### src/rtl/pmc_defs.vh
// Offsets, field positions and timing counts of the power-management block
`ifndef PMC_DEFS_VH
`define PMC_DEFS_VH
`define PMC_OFS_PMCTRL     8'h84
`define PMC_OFS_BYTE_TEST  8'h64
`define PMC_OFS_EVENTS     8'hc0
`define PMC_BIT_STATE_HI   13
`define PMC_BIT_STATE_LO   12
`define PMC_BIT_PHY_RESET_REQUEST    10
`define PMC_BIT_WF_EN      9
`define PMC_BIT_ENERGY_DETECT_ENABLE      8
`define PMC_BIT_DRIVE      6
`define PMC_BIT_CAUSE_HI   5
`define PMC_BIT_CAUSE_LO   4
`define PMC_BIT_PULSE      3
`define PMC_BIT_POL        2
`define PMC_BIT_OUT_EN     1
`define PMC_BIT_READY      0
`define PMC_STATE_FULL     2'h0
`define PMC_STATE_WAKE     2'h1
`define PMC_STATE_ENERGY   2'h2
`define PMC_CLK_HZ         10000000
`define PMC_PHY_RESET_REQUEST_US     100
`define PMC_PULSE_MS       50
`define PMC_READY_CYC      16
`define PMC_PHY_RESET_REQUEST_CYC    ((`PMC_PHY_RESET_REQUEST_US * (`PMC_CLK_HZ / 1000000)))
`define PMC_PULSE_CYC      ((`PMC_PULSE_MS * (`PMC_CLK_HZ / 1000)))
`endif

### src/rtl/pmc_sync.v
// Three-stage input synchroniser with agreement filter
`timescale 1ns/1ns
module pmc_sync (
   input  wire clk_sys_i,
   input  wire sys_rst_i,
   input  wire async_i,
   output reg  sync_o
);
   reg [2:0] stage_r;
   always @(posedge clk_sys_i) begin
      if (sys_rst_i) begin
         stage_r <= 3'h0;
         sync_o  <= 1'b0;
      end else begin
         stage_r <= {stage_r[1:0], async_i};
         if (stage_r[2] == stage_r[1])
            sync_o <= stage_r[1];
      end
   end
endmodule // pmc_sync

### src/rtl/pmc_timer.v
// Down counter that holds a level for a set number of cycles
`timescale 1ns/1ns
module pmc_timer #(
   parameter WIDTH = 24
) (
   input  wire             clk_sys_i,
   input  wire             sys_rst_i,
   input  wire             start_i,
   input  wire             abort_i,
   input  wire [WIDTH-1:0] count_i,
   output wire             busy_o
);
   reg [WIDTH-1:0] cnt_r;
   always @(posedge clk_sys_i) begin
      if (sys_rst_i || abort_i)
         cnt_r <= {WIDTH{1'b0}};
      else if (start_i)
         cnt_r <= count_i;
      else if (cnt_r != {WIDTH{1'b0}})
         cnt_r <= cnt_r - {{(WIDTH-1){1'b0}}, 1'b1};
   end
   assign busy_o = (cnt_r != {WIDTH{1'b0}});
endmodule // pmc_timer

### src/rtl/pmc_power_ctrl.v
// Power-management control register with wake output and PHY reset timer
//
// The AHB-Lite interface to the registers was decided locally.
`timescale 1ns/1ns
`include "pmc_defs.vh"
module pmc_power_ctrl #(
   parameter PHY_RESET_REQUEST_CYC = `PMC_PHY_RESET_REQUEST_CYC,
   parameter PULSE_CYC   = `PMC_PULSE_CYC,
   parameter READY_CYC   = `PMC_READY_CYC
) (
   input  wire        clk_sys_i,
   input  wire        sys_rst_i,
   input  wire        hsel_i,
   input  wire [7:0]  haddr_i,
   input  wire [1:0]  htrans_i,
   input  wire        hwrite_i,
   input  wire [2:0]  hsize_i,
   input  wire [31:0] hwdata_i,
   input  wire        hready_i,
   output reg  [31:0] hrdata_o,
   output wire        hreadyout_o,
   output wire        hresp_o,
   input  wire        wake_frame_event_i,
   input  wire        energy_event_i,
   output wire [1:0]  power_state_o,
   output wire        wake_frame_detect_en_o,
   output wire        phy_reset_o,
   output wire        wake_interrupt_flag_o,
   output reg         wake_event_output_o,
   output reg         wake_event_output_oe_n_o
);
   ////////////////////////////////////////////////////////////////////////
   localparam ST_READY   = 2'h0;
   localparam ST_REDUCED = 2'h1;
   localparam ST_SETTLE  = 2'h2;

   function is_addr;
      input [7:0] a;
      input [7:0] ofs;
      begin
         is_addr = (a[7:2] == ofs[7:2]);
      end
   endfunction

   ////////////////////////////////////////////////////////////////////////
   // Bus address phase capture
   reg        wr_ph_r;
   reg        rd_ph_r;
   reg [7:0]  addr_r;
   wire       take = hsel_i && hready_i && htrans_i[1];

   always @(posedge clk_sys_i) begin
      if (sys_rst_i) begin
         wr_ph_r <= 1'b0;
         rd_ph_r <= 1'b0;
         addr_r  <= 8'h00;
      end else if (hready_i) begin
         wr_ph_r <= take && hwrite_i;
         rd_ph_r <= take && !hwrite_i;
         addr_r  <= haddr_i;
      end
   end

   assign hreadyout_o = 1'b1;
   assign hresp_o     = 1'b0;

   ////////////////////////////////////////////////////////////////////////
   // Event inputs come from other logic domains
   wire wf_sync;
   wire ed_sync;

   pmc_sync u_sync_wf (
      .clk_sys_i (clk_sys_i),
      .sys_rst_i (sys_rst_i),
      .async_i   (wake_frame_event_i),
      .sync_o    (wf_sync)
   );

   pmc_sync u_sync_ed (
      .clk_sys_i (clk_sys_i),
      .sys_rst_i (sys_rst_i),
      .async_i   (energy_event_i),
      .sync_o    (ed_sync)
   );

   ////////////////////////////////////////////////////////////////////////
   // Register fields
   reg  [1:0] state_sel_r;
   reg        wf_en_r;
   reg        energy_detect_enable_r;
   reg        drive_r;
   reg  [1:0] cause_r;
   reg        pulse_sel_r;
   reg        pol_r;
   reg        out_en_r;
   reg  [1:0] seq_r;
   reg        read_seen_r;
   reg        wake_act_r;
   reg  [4:0] settle_r;

   wire ready     = (seq_r == ST_READY);
   wire wr_pm     = wr_ph_r && is_addr(addr_r, `PMC_OFS_PMCTRL);
   wire wr_bt     = wr_ph_r && is_addr(addr_r, `PMC_OFS_BYTE_TEST);
   wire wr_ok     = wr_pm && read_seen_r && ready;
   wire wf_hit    = wf_sync && wf_en_r;
   wire ed_hit    = ed_sync && energy_detect_enable_r;
   wire ev_hit    = wf_hit || ed_hit;
   wire phy_busy;

   ////////////////////////////////////////////////////////////////////////
   // PHY reset hold
   wire phy_start = wr_ok && hwdata_i[`PMC_BIT_PHY_RESET_REQUEST] && !phy_busy;

   pmc_timer #(
      .WIDTH (24)
   ) u_phy_timer (
      .clk_sys_i (clk_sys_i),
      .sys_rst_i (sys_rst_i),
      .start_i   (phy_start),
      .abort_i   (1'b0),
      .count_i   (PHY_RESET_REQUEST_CYC[23:0]),
      .busy_o    (phy_busy)
   );

   assign phy_reset_o = phy_busy;

   ////////////////////////////////////////////////////////////////////////
   // Wake pulse timer
   wire pulse_busy;
   wire out_kill;
   wire pulse_start = ev_hit && !wake_act_r;

   pmc_timer #(
      .WIDTH (24)
   ) u_pulse_timer (
      .clk_sys_i (clk_sys_i),
      .sys_rst_i (sys_rst_i),
      .start_i   (pulse_start),
      .abort_i   (out_kill),
      .count_i   (PULSE_CYC[23:0]),
      .busy_o    (pulse_busy)
   );

   ////////////////////////////////////////////////////////////////////////
   // Cause clear: set wins over clear
   wire [1:0] clr_req  = (wr_ok && !wf_sync && !ed_sync) ?
                         hwdata_i[`PMC_BIT_CAUSE_HI:`PMC_BIT_CAUSE_LO] :
                         2'h0;
   wire [1:0] cause_set = {wf_hit, ed_hit};
   wire [1:0] cause_nxt = (cause_r & ~clr_req) | cause_set;

   wire en_off = wr_ok &&
                 ((wf_en_r && !hwdata_i[`PMC_BIT_WF_EN]) ||
                  (energy_detect_enable_r && !hwdata_i[`PMC_BIT_ENERGY_DETECT_ENABLE]));
   assign out_kill = (cause_nxt == 2'h0 && cause_r != 2'h0) ||
                     en_off;

   ////////////////////////////////////////////////////////////////////////
   // Control register and sequencing
   always @(posedge clk_sys_i) begin
      if (sys_rst_i) begin
         state_sel_r <= `PMC_STATE_FULL;
         wf_en_r     <= 1'b0;
         energy_detect_enable_r     <= 1'b0;
         drive_r     <= 1'b0;
         cause_r     <= 2'h0;
         pulse_sel_r <= 1'b0;
         pol_r       <= 1'b0;
         out_en_r    <= 1'b0;
         seq_r       <= ST_SETTLE;
         read_seen_r <= 1'b0;
         wake_act_r  <= 1'b0;
         settle_r    <= READY_CYC[4:0];
      end else begin
         cause_r <= cause_nxt;
         if (ev_hit)
            wake_act_r <= 1'b1;
         else if (out_kill)
            wake_act_r <= 1'b0;
         if (rd_ph_r)
            read_seen_r <= 1'b1;
         if (wr_ok) begin
            if (hwdata_i[`PMC_BIT_STATE_HI:`PMC_BIT_STATE_LO] != 2'h3)
               state_sel_r <= hwdata_i[`PMC_BIT_STATE_HI:`PMC_BIT_STATE_LO];
            wf_en_r     <= hwdata_i[`PMC_BIT_WF_EN];
            energy_detect_enable_r     <= hwdata_i[`PMC_BIT_ENERGY_DETECT_ENABLE];
            drive_r     <= hwdata_i[`PMC_BIT_DRIVE];
            pulse_sel_r <= hwdata_i[`PMC_BIT_PULSE];
            pol_r       <= hwdata_i[`PMC_BIT_POL];
            out_en_r    <= hwdata_i[`PMC_BIT_OUT_EN];
         end
         case (seq_r)
            ST_READY: begin
               if (wr_ok && hwdata_i[`PMC_BIT_STATE_HI:`PMC_BIT_STATE_LO]
                            != `PMC_STATE_FULL &&
                   hwdata_i[`PMC_BIT_STATE_HI:`PMC_BIT_STATE_LO] != 2'h3)
                  seq_r <= ST_REDUCED;
            end
            ST_REDUCED: begin
               if (wr_bt || ev_hit) begin
                  seq_r       <= ST_SETTLE;
                  settle_r    <= READY_CYC[4:0];
                  state_sel_r <= `PMC_STATE_FULL;
                  read_seen_r <= 1'b0;
               end
            end
            ST_SETTLE: begin
               if (settle_r == 5'h00)
                  seq_r <= ST_READY;
               else
                  settle_r <= settle_r - 5'h01;
            end
            default: seq_r <= ST_SETTLE;
         endcase
      end
   end

   assign power_state_o          = state_sel_r;
   assign wake_frame_detect_en_o = (state_sel_r == `PMC_STATE_WAKE);
   assign wake_interrupt_flag_o  = wake_act_r;

   ////////////////////////////////////////////////////////////////////////
   // Wake pin drive
   wire active = out_en_r && wake_act_r &&
                 (!pulse_sel_r || pulse_busy);

   always @(posedge clk_sys_i) begin
      if (sys_rst_i) begin
         wake_event_output_o      <= 1'b1;
         wake_event_output_oe_n_o <= 1'b1;
      end else if (!drive_r) begin
         wake_event_output_o      <= 1'b0;
         wake_event_output_oe_n_o <= !active;
      end else begin
         wake_event_output_o      <= active ? pol_r : !pol_r;
         wake_event_output_oe_n_o <= 1'b0;
      end
   end

   ////////////////////////////////////////////////////////////////////////
   // Read data
   always @(posedge clk_sys_i) begin
      if (sys_rst_i)
         hrdata_o <= 32'h00000000;
      else if (take && !hwrite_i) begin
         if (is_addr(haddr_i, `PMC_OFS_PMCTRL))
            hrdata_o <= {18'h00000, state_sel_r, 1'b0, phy_busy, wf_en_r,
                         energy_detect_enable_r, 1'b0, drive_r, cause_r, pulse_sel_r,
                         pol_r, out_en_r, ready};
         else if (is_addr(haddr_i, `PMC_OFS_EVENTS))
            hrdata_o <= {30'h00000000, wf_sync, ed_sync};
         else
            hrdata_o <= 32'h00000000;
      end
   end
endmodule // pmc_power_ctrl

### config.mk
export PLATFORM = sky130hd
export DESIGN_NAME = pmc_power_ctrl
export DESIGN_NICKNAME = d
export VERILOG_FILES = /design/src/rtl/pmc_sync.v /design/src/rtl/pmc_timer.v /design/src/rtl/pmc_power_ctrl.v
export VERILOG_INCLUDE_DIRS = /design/src /design/src/rtl
export SDC_FILE = /design/constraint.sdc
export NUM_CORES = 1
export LEC_CHECK = 0
export BUFFER_PORTS_ARGS = -buffer_cell sky130_fd_sc_hd__buf_2
export CORE_MARGIN = 8
export CORE_UTILIZATION = 35
export CTS_CLUSTER_SIZE = 12
export DETAILED_ROUTE_END_ITERATION = 12
export GPL_TIMING_DRIVEN = 0
export HOLD_SLACK_MARGIN = 0.06
export PLACE_DENSITY_LB_ADDON = 0.12
export SYNTH_ARGS = -nofsm -noshare
export SYNTH_HDL_FRONTEND = slang
export SYNTH_SLANG_ARGS = --single-unit
export TNS_END_PERCENT = 10
### constraint.sdc
create_clock -name clk_sys_i -period 2.3 [get_ports clk_sys_i]
set_input_delay 0.575 -clock clk_sys_i [delete_from_list [all_inputs] [get_ports clk_sys_i]]
set_output_delay 0.575 -clock clk_sys_i [all_outputs]
set_load 0.01 [all_outputs]
; After elaboration in Yosys (flattened, before gate mapping)
; Index checks and enable logic that the tools add are counted.
[op_classes]
add_sub_neg = 3
n_eq_ne = 14
muxes = 26
bitwise_logic = 3
reduce_logical = 54
[ops]
columns = cell, n
row1 = nonzero test 24 bit, 2
row2 = subtractor 24 x 1 -> 24 bit (second input constant), 2
row3 = 2-to-1 mux 19 bit, 2
row4 = logical AND 1 bit, 23
row5 = 2-to-1 mux 10 bit, 2
row6 = == test 6 bit (second input constant), 3
row7 = 2-to-1 mux 2 bit, 9
row8 = 2-to-1 mux 14 bit, 1
row9 = nonzero test 2 bit, 6
row10 = zero test 1 bit, 10
row11 = 2-to-1 mux 5 bit, 2
row12 = case mux 5 bit (2 select lines), 1
row13 = 2-to-1 mux 1 bit, 8
row14 = inequality test 2 bit (second input constant), 4
row15 = == test 6 x 5 -> 1 bit (second input constant), 1
row16 = logical OR 1 bit, 6
row17 = case mux 2 bit (3 select lines), 1
row18 = AND reduction 3 bit, 2
row19 = zero test 5 bit, 1
row20 = subtractor 5 x 1 -> 5 bit (second input constant), 1
row21 = == test 2 x 1 -> 1 bit (second input constant), 2
row22 = zero test 2 bit, 2
row23 = OR reduction 2 bit, 2
row24 = AND 2 bit, 1
row25 = 5 further kinds, 6
[word_totals]
regBits = 119
input_bits = 52
out_inout_bits = 41
word_cells = 126

; Longest topological paths before layout
; Gate-level depths: netlist of the first run.
[logic_depth]
word_depth = 15
ltp_mapped = 10
depth_no_buf = 8

; Cells and area by module
; Synthesis of the first run repeated with hierarchy kept, for this count alone.
[hier_totals]
cells_unflattened = 578
area_unflattened_um2 = 4937.2
[by_module_without_submodules]
columns = module, instances, cells_per_inst, area_per_inst_um2, seq_area_each_um2
row1 = pmc_power_ctrl, 1, 227, 1991.9, 820.8
row2 = pmc_timer at u_phy_timer, 1, 167, 1381.3, 480.5
row3 = pmc_timer at u_pulse_timer, 1, 164, 1338.8, 480.5
row4 = pmc_sync, 2, 10, 112.6, 80.1

; Worst setup path after synthesis of the first run
; No wires, ideal clock.
[synth_timing]
kind = register to register
start = register u_pulse_timer.cnt_r[6]
end = register u_pulse_timer.cnt_r[21]
setup_time_ns = 0.074
arrival_ns = 2.342
required_time_ns = 2.226
slack_ns = -0.116
path_stages_with_launch = 7
path_buffers = 1
period_less_slack_ns = 2.416
path_cell_list = dfxtp_1 or4_1 buf_2 or4_4 or4_1 or3_1 a21oi_1
[synth_via]
elab_chain_len = 1
word_cells_on_any_way = 2
classes_between = 1 x add/sub / 1 x reduce/logical
[synth_lines]
columns = element, line_no
row1 = start: declaration, pmc_timer.v:13  ; reg [WIDTH-1:0] cnt_r;
row2 = start signal: assignment, pmc_timer.v:16  ; cnt_r <= {WIDTH{1'b0}};
row3 = start signal: assignment, pmc_timer.v:18  ; cnt_r <= count_i;
row4 = start signal: assignment, pmc_timer.v:20  ; cnt_r <= cnt_r - {{(WIDTH-1){1'b0}}, 1'b1};
row5 = subtractor 24 x 1 -> 24 bit / nonzero test 24 bit (equally long branches), "pmc_timer.v:20, pmc_timer.v:19"
; Parallel ways exist; a longest one is shown, timed or not.
; A chain may end at the register's enable or synchronous reset.

; Worst setup path after layout of the first run
[layout_timing]
start = register u_pulse_timer.cnt_r[8]
end = register u_pulse_timer.cnt_r[21]
; The elaborated chain is that of the path after synthesis.

==> results of run 1 <==
==> worst max path at each step <==
stage                                       from                      end  cells after the start
final                     u_pulse_timer.cnt_r[8]  u_pulse_timer.cnt_r[21]                      6
after global routing      u_pulse_timer.cnt_r[8]  u_pulse_timer.cnt_r[21]                      6
after CTS                 u_pulse_timer.cnt_r[8]  u_pulse_timer.cnt_r[21]                      6
after detailed placement               addr_r[6]  u_pulse_timer.cnt_r[22]                      7
after global placement                 addr_r[6]   u_pulse_timer.cnt_r[6]                      7
after floorplan           u_pulse_timer.cnt_r[8]  u_pulse_timer.cnt_r[21]                      6
==> area by class of cell <==
class | instances | area [µm²]
clock buffer | 11 | 253
timing repair buffer | 54 | 309
clock inverter | 3 | 65.1
buffer | 41 | 264
multi-input combinational | 380 | 2430
fill | 1260 | 6930
tap | 172 | 215
inverter | 11 | 43.8
sequential | 97 | 1950
==> where the power goes <==
group | internal (W) | switching (W) | leakage (nW)
registers | 0.00205 | 0.000406 | 0.795
clock network | 0.000998 | 0.000610 | 0.157
logic | 0.00164 | 0.00200 | 1.26
total | 0.00468 | 0.00302 | 2.21
==> cells in the final DEF (no fill, tap or decap), drive strengths merged, types with 4 or more instances in the layout <==
cell	instances
inv	11
or3	12
xnor2	17
nand2	32
nand2b	6
or2	5
mux2i	7
a21o	4
ha	4
o31ai	8
dfxtp	97
nand3	4
a211oi	9
conb	22
clkbuf	21
o21ai	13
nor2b	10
nor3	15
or4	15
nor2	67
nor4	13
buf	85
xor2	13
a22oi	11
a31oi	6
a311oi	5
a21oi	42
nand4	5
==> cell usage after synthesis (3+ instances only) <==
cell type,instances
nand2b_1,6
clkbuf_1,13
dfxtp_1,97
nand3_1,4
nand4_1,5
a21o_1,4
nand4b_1,3
mux2i_1,7
nor2_1,67
ha_1,4
o21ai_0,11
o31ai_1,8
a21oi_1,42
or3_1,12
nor3b_1,3
or2_2,4
inv_1,11
a31oi_1,6
nor2b_1,10
a22oi_1,11
buf_1,3
a311oi_1,5
nor3_1,15
nand2_1,32
and4_1,3
buf_4,22
xor2_1,13
and2_1,3
nor4b_1,3
nor4_1,13
xnor2_1,17
buf_2,5
or4_1,14
a211oi_1,9
==> worst reg2reg max path: stages (launching register included) <==
cell and delay, ps:
dfxtp_2 340, or4_4 530, buf_6 130, or4_4 480, or4_4 420, or3_1 310
a21oi_1 130
==> kinds of logic (layout without fill, tap and decap cells) <==
group / after synthesis / in the layout / share of synthesized area, %
buffers and inverters: 54 / 120 / 6.60
and+or+nand+nor: 204 / 204 / 24.2
adders and majority gates: 4 / 4 / 1.13
AOI/OAI and AO/OA: 113 / 113 / 16.4
xor gates and xnor gates: 30 / 30 / 5.95
DFF: 97 / 97 / 44.0
muxes: 7 / 7 / 1.59
other: 2 / 22 / 0.170
==> sequential cells by signal (all words and copies together) (netlist names), 2 cells and up <==
register,flops
power_state_o,2
seq_r,2
cause_r,2
u_pulse_timer.cnt_r,24
u_sync_wf.stage_r,3
addr_r,6
settle_r,5
u_sync_ed.stage_r,3
hrdata_o,12
u_phy_timer.cnt_r,24
==> metrics by stage <==
step	power [W]	TNS [ps]
2_1_floorplan	0.00475	-130
3_3_place_gp	0.00541	-27940
3_5_place_dp	0.00545	-29490
4_1_cts	0.00763	-277
5_1_grt	0.00831	-416
6_report	0.00770	-151
==> per-layer routing <==
metal	global-route usage, %	vias to the layer above	wire [µm]
met4	5.45	0	195
met3	3.16	15	453
met2	24.2	67	5640
li1	-	1971	-
met1	17.5	1883	5220
met5	0	-	0
==> repair_timing <==
action / 4_1_cts / 5_1_grt
hold buffers: 0 / 0
resized for setup: 37 / 21
buffers inserted: 11 / 2
endpoints found under the hold margin: 0 / 0
endpoints found under the setup margin: 59 / 47
pin swaps: 8 / 5
==> results by group, run 1 <==
STA
  – Unrepaired setup endpoints after global routing: true
  – Slew headroom: about three fifths
  – Max Fclk: 415 MHz
  – Clock period minus worst slack: between 2000 and 2500 ps
  – Fin. Hold Viols: 0
  – Final hold slack: between 400 and 500 ps
  – Final critical-path setup slack: -112 ps
  – Crit share post-route: 105%
  – Count of final setup violators: 2
  – Worst Tran Pin Value: roughly 600 ps
  – Pins over their slew limit: 0
  – Worst setup skew after layout: roughly 8 ps

GRT
  – Remaining Overflow, GRT: 0
  – Wire length of the first global-routing pass: between 15000 and 20000 µm
  – Antenna violations before repair: 0
  – Via count of the first global-routing pass: ~3900
  – GR Util All Layers: between 10% and 20%
  – Largest net degree at the start of global routing: 15

Setup path
  – CP max FO: 3
  – Slack of the worst reg-to-reg path: -110 ps
  – Critical path's slowest cell: or4_4
  – Reg-to-reg critical path startpoint: u_pulse_timer.cnt_r[8]
  – Required time reported for the critical path endpoint: around 2600 ps
  – Critical Setup Path Class: flop to flop
  – Arrival time reported for the critical path endpoint: between 2000 and 3000 ps
  – WP buf/inv: 1
  – Family with the most delay on the worst path: simple AND/OR/NAND/NOR gates
  – Cell mode on critical path: or4_4
  – Worst reg2reg path depth: 6
  – Capture instance of the worst register-to-register path: u_pulse_timer.cnt_r[21]
  – Sort of element at the end of the critical path: flop
  – Delay contributed by the slowest stage of the critical path: approximately 530 ps
  – Element type at the critical path start: flop
  – Cell Chain, Critical Path: or4_4 > buf_6 > or4_4 > or4_4 > or3_1 > a21oi_1

Floorplan
  – Num rows: just over 40
  – Die area: roughly 16000 µm²
  – Starting utilization of the core area: 35.4%
  – Core Box Area: 12500 µm²
  – Horizontal extent of the die: 128 µm
  – Height of the chip: 128 µm
  – # IOs: between 90 and 100

Clock network
  – Total clock sinks: 97
  – Clock tree from TritonCTS: done
  – Skew-Pair Late Insertion Delay: approximately 340 ps
  – Clock Path Buffers: 2
  – Number of buffers added by the clock tree synthesis step: 9
  – Max H-tree Level: 3
  – Register clock-pin slew on the reported worst setup and hold paths: 60 ps
  – Cell at the root of the clock tree: clkbuf_16

Drt
  – Per-cell via count in the routed design: ~5.1
  – Number of nets with antenna violations after detailed routing: 0
  – Vias: around 3900
  – Final routed wirelength across all metal layers: roughly 12000 µm
  – DRC marker count from the first detailed-route iteration: between 200 and 250
  – Post-detailed-route wirelength per cell: between 10 and 15 µm
  – Number of iterations in the first detailed-routing pass: 4
  – DR DRC count: 0

Finish
  – Area added between synthesis and finish: 25.4%
  – N_diodes: 0
  – Final Instance Count excl. Fillers: about 770
  – Non-Filler Cell Area, Final: ~5500 µm²
  – Share of layout cells above drive strength 1: between 20% and 30%
  – Net count reported at finish: 650
  – Core utilization of the finished layout: 44.4%

Job
  – Max-cap violations: 0

Power and ir drop
  – Leakage component of the power: about 2.2 nW
  – Pwr Density: approximately 1400 nW/µm²
  – Max VDD drop: about 0.65 mV

Synthesis
  – Post-synth EDFFs: 0
  – Register bit count reported by yosys: 97
  – Synth area leader: dfxtp_1
  – Gate count of the mapped netlist: around 500
  – Number of warnings printed during yosys synthesis: 0
  – Share of synthesized registers carrying an async set or reset: 0%
  – Post-synthesis instance area: ~4400 µm²
  – Share of the yosys chip area belonging to registers: between 40% and 50%
  – Unique masters post-synth: between 50 and 60
  – Area contributors post-synth: dfxtp_1, nor2_1, a21oi_1, buf_4, xnor2_1
  – Post-synth top flop: dfxtp_1
  – Mean cell area of the mapped netlist: 8.64 µm²
  – Share of Yosys cell area claimed by the top area cell type: a little over two fifths

Placement
  – Cell Count Post-Placement: 744
  – DP Area: slightly below 5000 µm²
  – Port Buffers: 41
  – Routability Congestion: 0.755
  – Pre-CTS setup slack: -966 ps
  – Final HPWL DP: about 8100 µm

Worst hold path
  – Worst hold start: u_sync_wf.stage_r[0]
  – Path category of the worst min-delay check: flop to flop
  – Number of cells traversed by the worst hold path: 1
  – Endpoint of the worst hold path: u_sync_wf.stage_r[1]

Run status
  – Failing checks: negative setup slack
  – Outcome: finished with violations
Note: power is estimated with default switching activity, not from simulation.
==> inputs of run 2 (changes only) <==
- REMOVE_ABC_BUFFERS: not set -> 1
==> run 2 against run 1 <==
Effect of this change:
- the flow still finishes with violations (negative setup slack)
- sequential share of layout area is 1.2 points higher
- cell area is 3.3% lower
- sequential cell count stayed put
- routed wire length is 9.3% lower
- maximum frequency is 1.8% higher
- die area stayed put
- via count is 3.9% lower
- total power is 1.4% lower
- critical endpoint unchanged
- largest cell class unchanged
==> results by group, run 2 (same netlist as run 1, synthesis figures left out) <==
STA
  – Slew headroom: 38.1% (was 59.3%)
  – Final critical-path setup slack: -70.7 ps (was -112 ps)
  – Clock period minus worst slack: 2370 ps (was 2410 ps)
  – Worst Tran Pin Value: 928 ps (was 611 ps)
  – Fin. Hold Viols: 0 (unchanged)
  – Pins over their slew limit: 0 (unchanged)
  – Count of final setup violators: 2 (unchanged)
  – Crit share post-route: 103% (was 105%)
  – Worst setup skew after layout: 9.29 ps (was 7.90 ps)
  – Max Fclk: 422 MHz (was 415 MHz)
  – Unrepaired setup endpoints after global routing: true (unchanged)

Power and ir drop
  – Internal power summed over all cells: 0.00458 W (was 0.00468 W)
  – Sequential share of power: 32.3% (was 31.8%)
  – Switching Power: 0.00301 W (was 0.00302 W)
  – Power share of the clock group: 20.2% (was 20.9%)
  – Pwr Density: 1420 nW/µm² (was 1390 nW/µm²)
  – Relative contribution of combinational cells to total power: 47.5% (was 47.3%)
  – Total power consumption of the routed design: 0.00759 W (was 0.00770 W)
  – Max VDD drop: 0.596 mV (was 0.653 mV)
  – Fraction of power spent switching nets: 39.7% (was 39.2%)
  – Leakage component of the power: 2.09 nW (was 2.21 nW)

Floorplan
  – Num rows: 41 (unchanged)
  – Starting utilization of the core area: 35.4% (unchanged)
  – # IOs: 93 (unchanged)
  – Die area: 16500 µm² (unchanged)
  – Core Box Area: 12500 µm² (unchanged)
  – Height of the chip: 128 µm (unchanged)
  – Horizontal extent of the die: 128 µm (unchanged)

Setup path
  – CP max FO: 5 (was 3)
  – Cell Chain, Critical Path: or4_4 > or4_4 > or4_4 > or3_1 > a21oi_2 (was or4_4 > buf_6 > or4_4 > or4_4 > or3_1 > a21oi_1)
  – Sort of element at the end of the critical path: flop (unchanged)
  – Family with the most delay on the worst path: simple AND/OR/NAND/NOR gates (unchanged)
  – Arrival time reported for the critical path endpoint: 2660 ps (was 2680 ps)
  – Delay contributed by the slowest stage of the critical path: 550 ps (was 530 ps)
  – Cell mode on critical path: or4_4 (unchanged)
  – Element type at the critical path start: flop (unchanged)
  – Critical Setup Path Class: flop to flop (unchanged)
  – WP buf/inv: 0 (was 1)
  – Required time reported for the critical path endpoint: 2590 ps (was 2570 ps)
  – Critical path's slowest cell: or4_4 (unchanged)

Finish
  – Area added between synthesis and finish: 21.3% (was 25.4%)
  – Non-Filler Cell Area, Final: 5360 µm² (was 5540 µm²)
  – Core utilization of the finished layout: 43.0% (was 44.4%)
  – Number of filler instances in the final layout: 1301 (was 1260)
  – Leading registers by flop count: u_phy_timer.cnt_r: 24 flops, u_pulse_timer.cnt_r: 24 flops, hrdata_o: 12 flops (unchanged)
  – Share of layout cells above drive strength 1: 21.3% (was 23.6%)
  – Net count reported at finish: 620 (was 650)
  – Sequential cell area: 1960 µm² (was 1950 µm²)
  – Highest-count cells in the layout ignoring fill and taps: dfxtp_1, nor2_1, buf_2 (was dfxtp_1, nor2_1, a21oi_1, buf_2, buf_4)
  – Area taken by multi-input logic gates: 2440 µm² (was 2430 µm²)
  – N_diodes: 0 (unchanged)
  – Final Instance Count excl. Fillers: 740 (was 769)
  – Commonest non-fill, non-tap cell in the layout: dfxtp_1 (unchanged)

Clock network
  – Clock Path Buffers: 2 (unchanged)
  – Hold-fix buffers, CTS: 0 (unchanged)
  – Number of buffers added by the clock tree synthesis step: 9 (unchanged)
  – Register clock-pin slew on the reported worst setup and hold paths: 70 ps (was 60 ps)
  – Total clock sinks: 97 (unchanged)
  – Cell at the root of the clock tree: clkbuf_16 (unchanged)
  – Skew-Pair Late Insertion Delay: 350 ps (was 340 ps)
  – Clock tree from TritonCTS: done (unchanged)
  – Max H-tree Level: 3 (unchanged)

Drt
  – Post-detailed-route wirelength per cell: 14.1 µm (was 15.0 µm)
  – DRC marker count from the first detailed-route iteration: 183 (was 212)
  – DR DRC count: 0 (unchanged)
  – Final routed wirelength across all metal layers: 10400 µm (was 11500 µm)
  – Number of iterations in the first detailed-routing pass: 4 (unchanged)
  – Per-cell via count in the routed design: 5.11 (was 5.12)
  – Number of nets with antenna violations after detailed routing: 0 (unchanged)
  – Vias: 3783 (was 3936)

GRT
  – Remaining Overflow, GRT: 0 (unchanged)
  – Largest net degree at the start of global routing: 53 (was 15)
  – GR Util All Layers: 12.8% (was 14.3%)
  – Via count of the first global-routing pass: 3515 (was 3873)
  – Antenna violations before repair: 0 (unchanged)
  – Wire length of the first global-routing pass: 17000 µm (was 18900 µm)

Run status
  – Failing checks: negative setup slack (unchanged)
  – Outcome: finished with violations (unchanged)

Placement
  – Cell Count Post-Placement: 705 (was 744)
  – Pre-CTS setup slack: -1130 ps (was -966 ps)
  – Port Buffers: 43 (was 41)
  – DP Area: 4710 µm² (was 4930 µm²)
  – Final HPWL DP: 7300 µm (was 8140 µm)
  – Routability Congestion: 0.739 (was 0.755)

Worst hold path
  – Path category of the worst min-delay check: input port to flop (was flop to flop)

Job
  – Max-cap violations: 0 (unchanged)
==> run 2: final timing paths <==
| check | from | endpoint | slack (ps) | cells after the start |
|---|---|---|---|---|
| worst max-delay path | u_pulse_timer.cnt_r[4] | u_pulse_timer.cnt_r[21] | -70 | 5 |
| worst min-delay path | energy_event_i | u_sync_ed.stage_r[0] | 430 | 2 |
| worst max register to register | u_pulse_timer.cnt_r[4] | u_pulse_timer.cnt_r[21] | -70 | 5 |
| worst min register to register | u_sync_wf.stage_r[0] | u_sync_wf.stage_r[1] | 440 | 1 |
==> run 2: stage by stage <==
step	hold WS (ps)	setup TNS (ps)
finish	429	-95.1
floorplan	414	-17370
detailed placement	427	-25920
global placement	417	-90370
CTS	411	-477
global route	446	-313
==> run 2: area by class of cell <==
class	count	share of cell area, %
clock buffers	10	4.46
clock inverters	5	1.19
inverters	11	0.911
multi-input cells	380	45.6
flip-flops and latches	97	36.5
well taps	172	4.02
repair buffers	65	7.29
==> run 2: worst reg2reg max path, cell delays in order, from the launching register on <==
cell and delay (ps):
dfxtp_2 340, or4_4 550, or4_4 550, or4_4 420, or3_1 330, a21oi_2 110
==> run 2: power by group through the flow <==
stage / logic (W) / clock network [W] / registers (W)
2_1_floorplan: 0.00228 / 0 / 0.00232
3_3_place_gp: 0.00293 / 0 / 0.00242
3_5_place_dp: 0.00296 / 0 / 0.00243
4_1_cts: 0.00311 / 0.00159 / 0.00241
5_1_grt: 0.00403 / 0.00166 / 0.00251
6_report: 0.00360 / 0.00154 / 0.00245
==> run 2: what timing repair did <==
item                       4_1_cts  5_1_grt
pin swaps                        4        8
gates cloned                     0        0
setup endpoints to repair       60       43
resized for setup               18       31
buffers inserted                 3       17
==> run 2: routing by layer <==
metal,up-vias,wire length (µm),track usage [%]
met1,1808,4810,15.1
met4,0,112,4.34
met3,11,478,4.28
li1,1908,-,-
met5,-,0,0
met2,56,5040,21.5
==> inputs of run 3 (changes only) <==
- CORE_UTILIZATION: 35 -> 49
==> run 3 against run 2 <==
Effect of this change:
- the run still ends with negative setup slack left
- routed wire length down 4.4%
- maximum frequency down 1.7%
- sequential cell count unchanged
- global-route usage up 3.0 points
- count of clock-buffer cells in the layout unchanged
- worst hold slack worse by 2.1 ps
- non-clock buffer count down 10
- clock skew up 1.9 ps
- first-iteration DRC count down 28%
- worst setup slack worse by 40 ps
- die area down 25%
- highest routed layer unchanged
==> results by group, run 3 (same netlist as run 1, synthesis figures left out) <==
Floorplan
  – # IOs: 93 (unchanged)
  – Horizontal extent of the die: 111 µm (was 128 µm)
  – Core Box Area: 8720 µm² (was 12500 µm²)
  – Die area: 12300 µm² (was 16500 µm²)
  – Starting utilization of the core area: 50.6% (was 35.4%)
  – Height of the chip: 111 µm (was 128 µm)
  – Num rows: 34 (was 41)

GRT
  – Via count of the first global-routing pass: 3562 (was 3515)
  – Wire length of the first global-routing pass: 16900 µm (was 17000 µm)
  – Remaining Overflow, GRT: 0 (unchanged)
  – Antenna violations before repair: 0 (unchanged)
  – Largest net degree at the start of global routing: 53 (unchanged)
  – GR Util All Layers: 15.8% (was 12.8%)

Worst hold path
  – Path category of the worst min-delay check: input port to flop (unchanged)

STA
  – Max Fclk: 415 MHz (was 422 MHz)
  – Fin. Hold Viols: 0 (unchanged)
  – Clock period minus worst slack: 2410 ps (was 2370 ps)
  – Slew headroom: 37.9% (was 38.1%)
  – Worst setup skew after layout: 11.1 ps (was 9.29 ps)
  – Crit share post-route: 105% (was 103%)
  – Worst Tran Pin Value: 931 ps (was 928 ps)
  – Count of final setup violators: 3 (was 2)
  – Total Neg Setup Slack: -216 ps (was -95.1 ps)
  – Pins over their slew limit: 0 (unchanged)
  – Final critical-path setup slack: -111 ps (was -70.7 ps)
  – Unrepaired setup endpoints after global routing: true (unchanged)

Drt
  – Vias: 3739 (was 3783)
  – Number of iterations in the first detailed-routing pass: 7 (was 4)
  – Number of nets with antenna violations after detailed routing: 0 (unchanged)
  – Post-detailed-route wirelength per cell: 15.0 µm (was 14.1 µm)
  – Per-cell via count in the routed design: 5.61 (was 5.11)
  – DR DRC count: 0 (unchanged)
  – Final routed wirelength across all metal layers: 9980 µm (was 10400 µm)
  – DRC marker count from the first detailed-route iteration: 132 (was 183)

Setup path
  – Arrival time reported for the critical path endpoint: 2700 ps (was 2660 ps)
  – WP buf/inv: 0 (unchanged)
  – Family with the most delay on the worst path: simple AND/OR/NAND/NOR gates (unchanged)
  – Critical Setup Path Class: flop to flop (unchanged)
  – Cell Chain, Critical Path: or4_4 > or4_4 > or4_4 > or3_4 > a21oi_2 (was or4_4 > or4_4 > or4_4 > or3_1 > a21oi_2)
  – Delay contributed by the slowest stage of the critical path: 550 ps (about the same)
  – Sort of element at the end of the critical path: flop (unchanged)
  – Element type at the critical path start: flop (unchanged)
  – CP max FO: 7 (was 5)
  – Critical path's slowest cell: or4_4 (unchanged)
  – Cell mode on critical path: or4_4 (unchanged)
  – Required time reported for the critical path endpoint: 2590 ps (about the same)

Power and ir drop
  – Power share of the clock group: 16.3% (was 20.2%)
  – Sequential share of power: 34.9% (was 32.3%)
  – Pwr Density: 1360 nW/µm² (was 1420 nW/µm²)
  – Relative contribution of combinational cells to total power: 48.8% (was 47.5%)
  – Internal power summed over all cells: 0.00407 W (was 0.00458 W)
  – Fraction of power spent switching nets: 41.9% (was 39.7%)
  – Max VDD drop: 0.871 mV (was 0.596 mV)
  – Leakage component of the power: 1.99 nW (was 2.09 nW)
  – Switching Power: 0.00294 W (was 0.00301 W)

Finish
  – Core utilization of the finished layout: 59.0% (was 43.0%)
  – N_diodes: 0 (unchanged)
  – Area added between synthesis and finish: 16.4% (was 21.3%)
  – Highest-count cells in the layout ignoring fill and taps: dfxtp_1, nor2_1, buf_2 (unchanged)
  – Final Instance Count excl. Fillers: 667 (was 740)
  – Net count reported at finish: 610 (was 620)
  – Non-Filler Cell Area, Final: 5140 µm² (was 5360 µm²)
  – Commonest non-fill, non-tap cell in the layout: dfxtp_1 (unchanged)
  – Share of layout cells above drive strength 1: 20.4% (was 21.3%)
  – Number of filler instances in the final layout: 777 (was 1301)
  – Leading registers by flop count: u_phy_timer.cnt_r: 24 flops, u_pulse_timer.cnt_r: 24 flops, hrdata_o: 12 flops (unchanged)

Clock network
  – Register clock-pin slew on the reported worst setup and hold paths: 100 ps (was 70 ps)
  – Cell at the root of the clock tree: clkbuf_8 (was clkbuf_16)
  – Max H-tree Level: 3 (unchanged)
  – Clock tree from TritonCTS: done (unchanged)
  – Number of buffers added by the clock tree synthesis step: 9 (unchanged)
  – Clock Path Buffers: 2 (unchanged)
  – Skew-Pair Late Insertion Delay: 360 ps (was 350 ps)
  – Total clock sinks: 97 (unchanged)

Placement
  – Final HPWL DP: 6860 µm (was 7300 µm)
  – Routability Congestion: 0.808 (was 0.739)
  – Cell Count Post-Placement: 641 (was 705)
  – Port Buffers: 43 (unchanged)
  – DP Area: 4630 µm² (was 4710 µm²)

Run status
  – Failing checks: negative setup slack (unchanged)
  – Outcome: finished with violations (unchanged)

Job
  – Max-cap violations: 0 (unchanged)
run 3: changes by cell type in the layout (fill, tap and decap cells not counted), sizes merged:
cell	change
clkinv	-1
clkinvlp	+1
inv	+1
buf	-10
run 3: metrics by stage:
stage | setup slack [ps] | hold WS [ps] | power (W)
2_1_floorplan | -717 | 414 | 0.00460
3_5_place_dp | -1170 | 430 | 0.00525
3_3_place_gp | -2190 | 418 | 0.00519
6_report | -111 | 427 | 0.00700
5_1_grt | -170 | 431 | 0.00758
4_1_cts | -406 | 414 | 0.00667
run 3: metal layers:
layer  GRT usage (%)  routed length (µm)
met4            5.05                 119
met2            25.9                4820
met5               0                   0
met3            3.79                 455
met1            19.9                4590
run 3: final timing paths:
| check | from | cells after the start | endpoint | slack, ps |
|---|---|---|---|---|
| max | u_pulse_timer.cnt_r[9] | 5 | u_pulse_timer.cnt_r[21] | -110 |
| min | energy_event_i | 2 | u_sync_ed.stage_r[0] | 430 |
| max reg2reg | u_pulse_timer.cnt_r[9] | 5 | u_pulse_timer.cnt_r[21] | -110 |
| min reg2reg | u_sync_wf.stage_r[0] | 1 | u_sync_wf.stage_r[1] | 450 |
run 3: layout make-up:
| type | count | area, µm² | share of cell area [%] |
|---|---|---|---|
| Timing Repair Buffer | 55 | 319 | 6.21 |
| Tap cell | 108 | 135 | 2.63 |
| Clock buffer | 10 | 128 | 2.48 |
| Clock inverter | 6 | 73.8 | 1.44 |
| Inverter | 11 | 51.3 | 0.998 |
| Multi-Input combinational cell | 380 | 2480 | 48.3 |
| Sequential cell | 97 | 1950 | 38.0 |
run 3: power by group through the flow:
stage / logic [W] / clock network [W] / registers, W
floorplan: 0.00228 / 0 / 0.00232
global placement: 0.00280 / 0 / 0.00239
detailed placement: 0.00285 / 0 / 0.00241
CTS: 0.00309 / 0.00117 / 0.00240
global route: 0.00384 / 0.00124 / 0.00250
finish: 0.00342 / 0.00114 / 0.00245
run 3: timing repair:
action | CTS | global route
endpoints found under the setup margin | 59 | 41
cloned | 0 | 0
resized for setup | 18 | 36
pin swaps | 2 | 7
hold buffers | 0 | 0
endpoints found under the hold margin | 0 | 0
setup buffers | 2 | 8
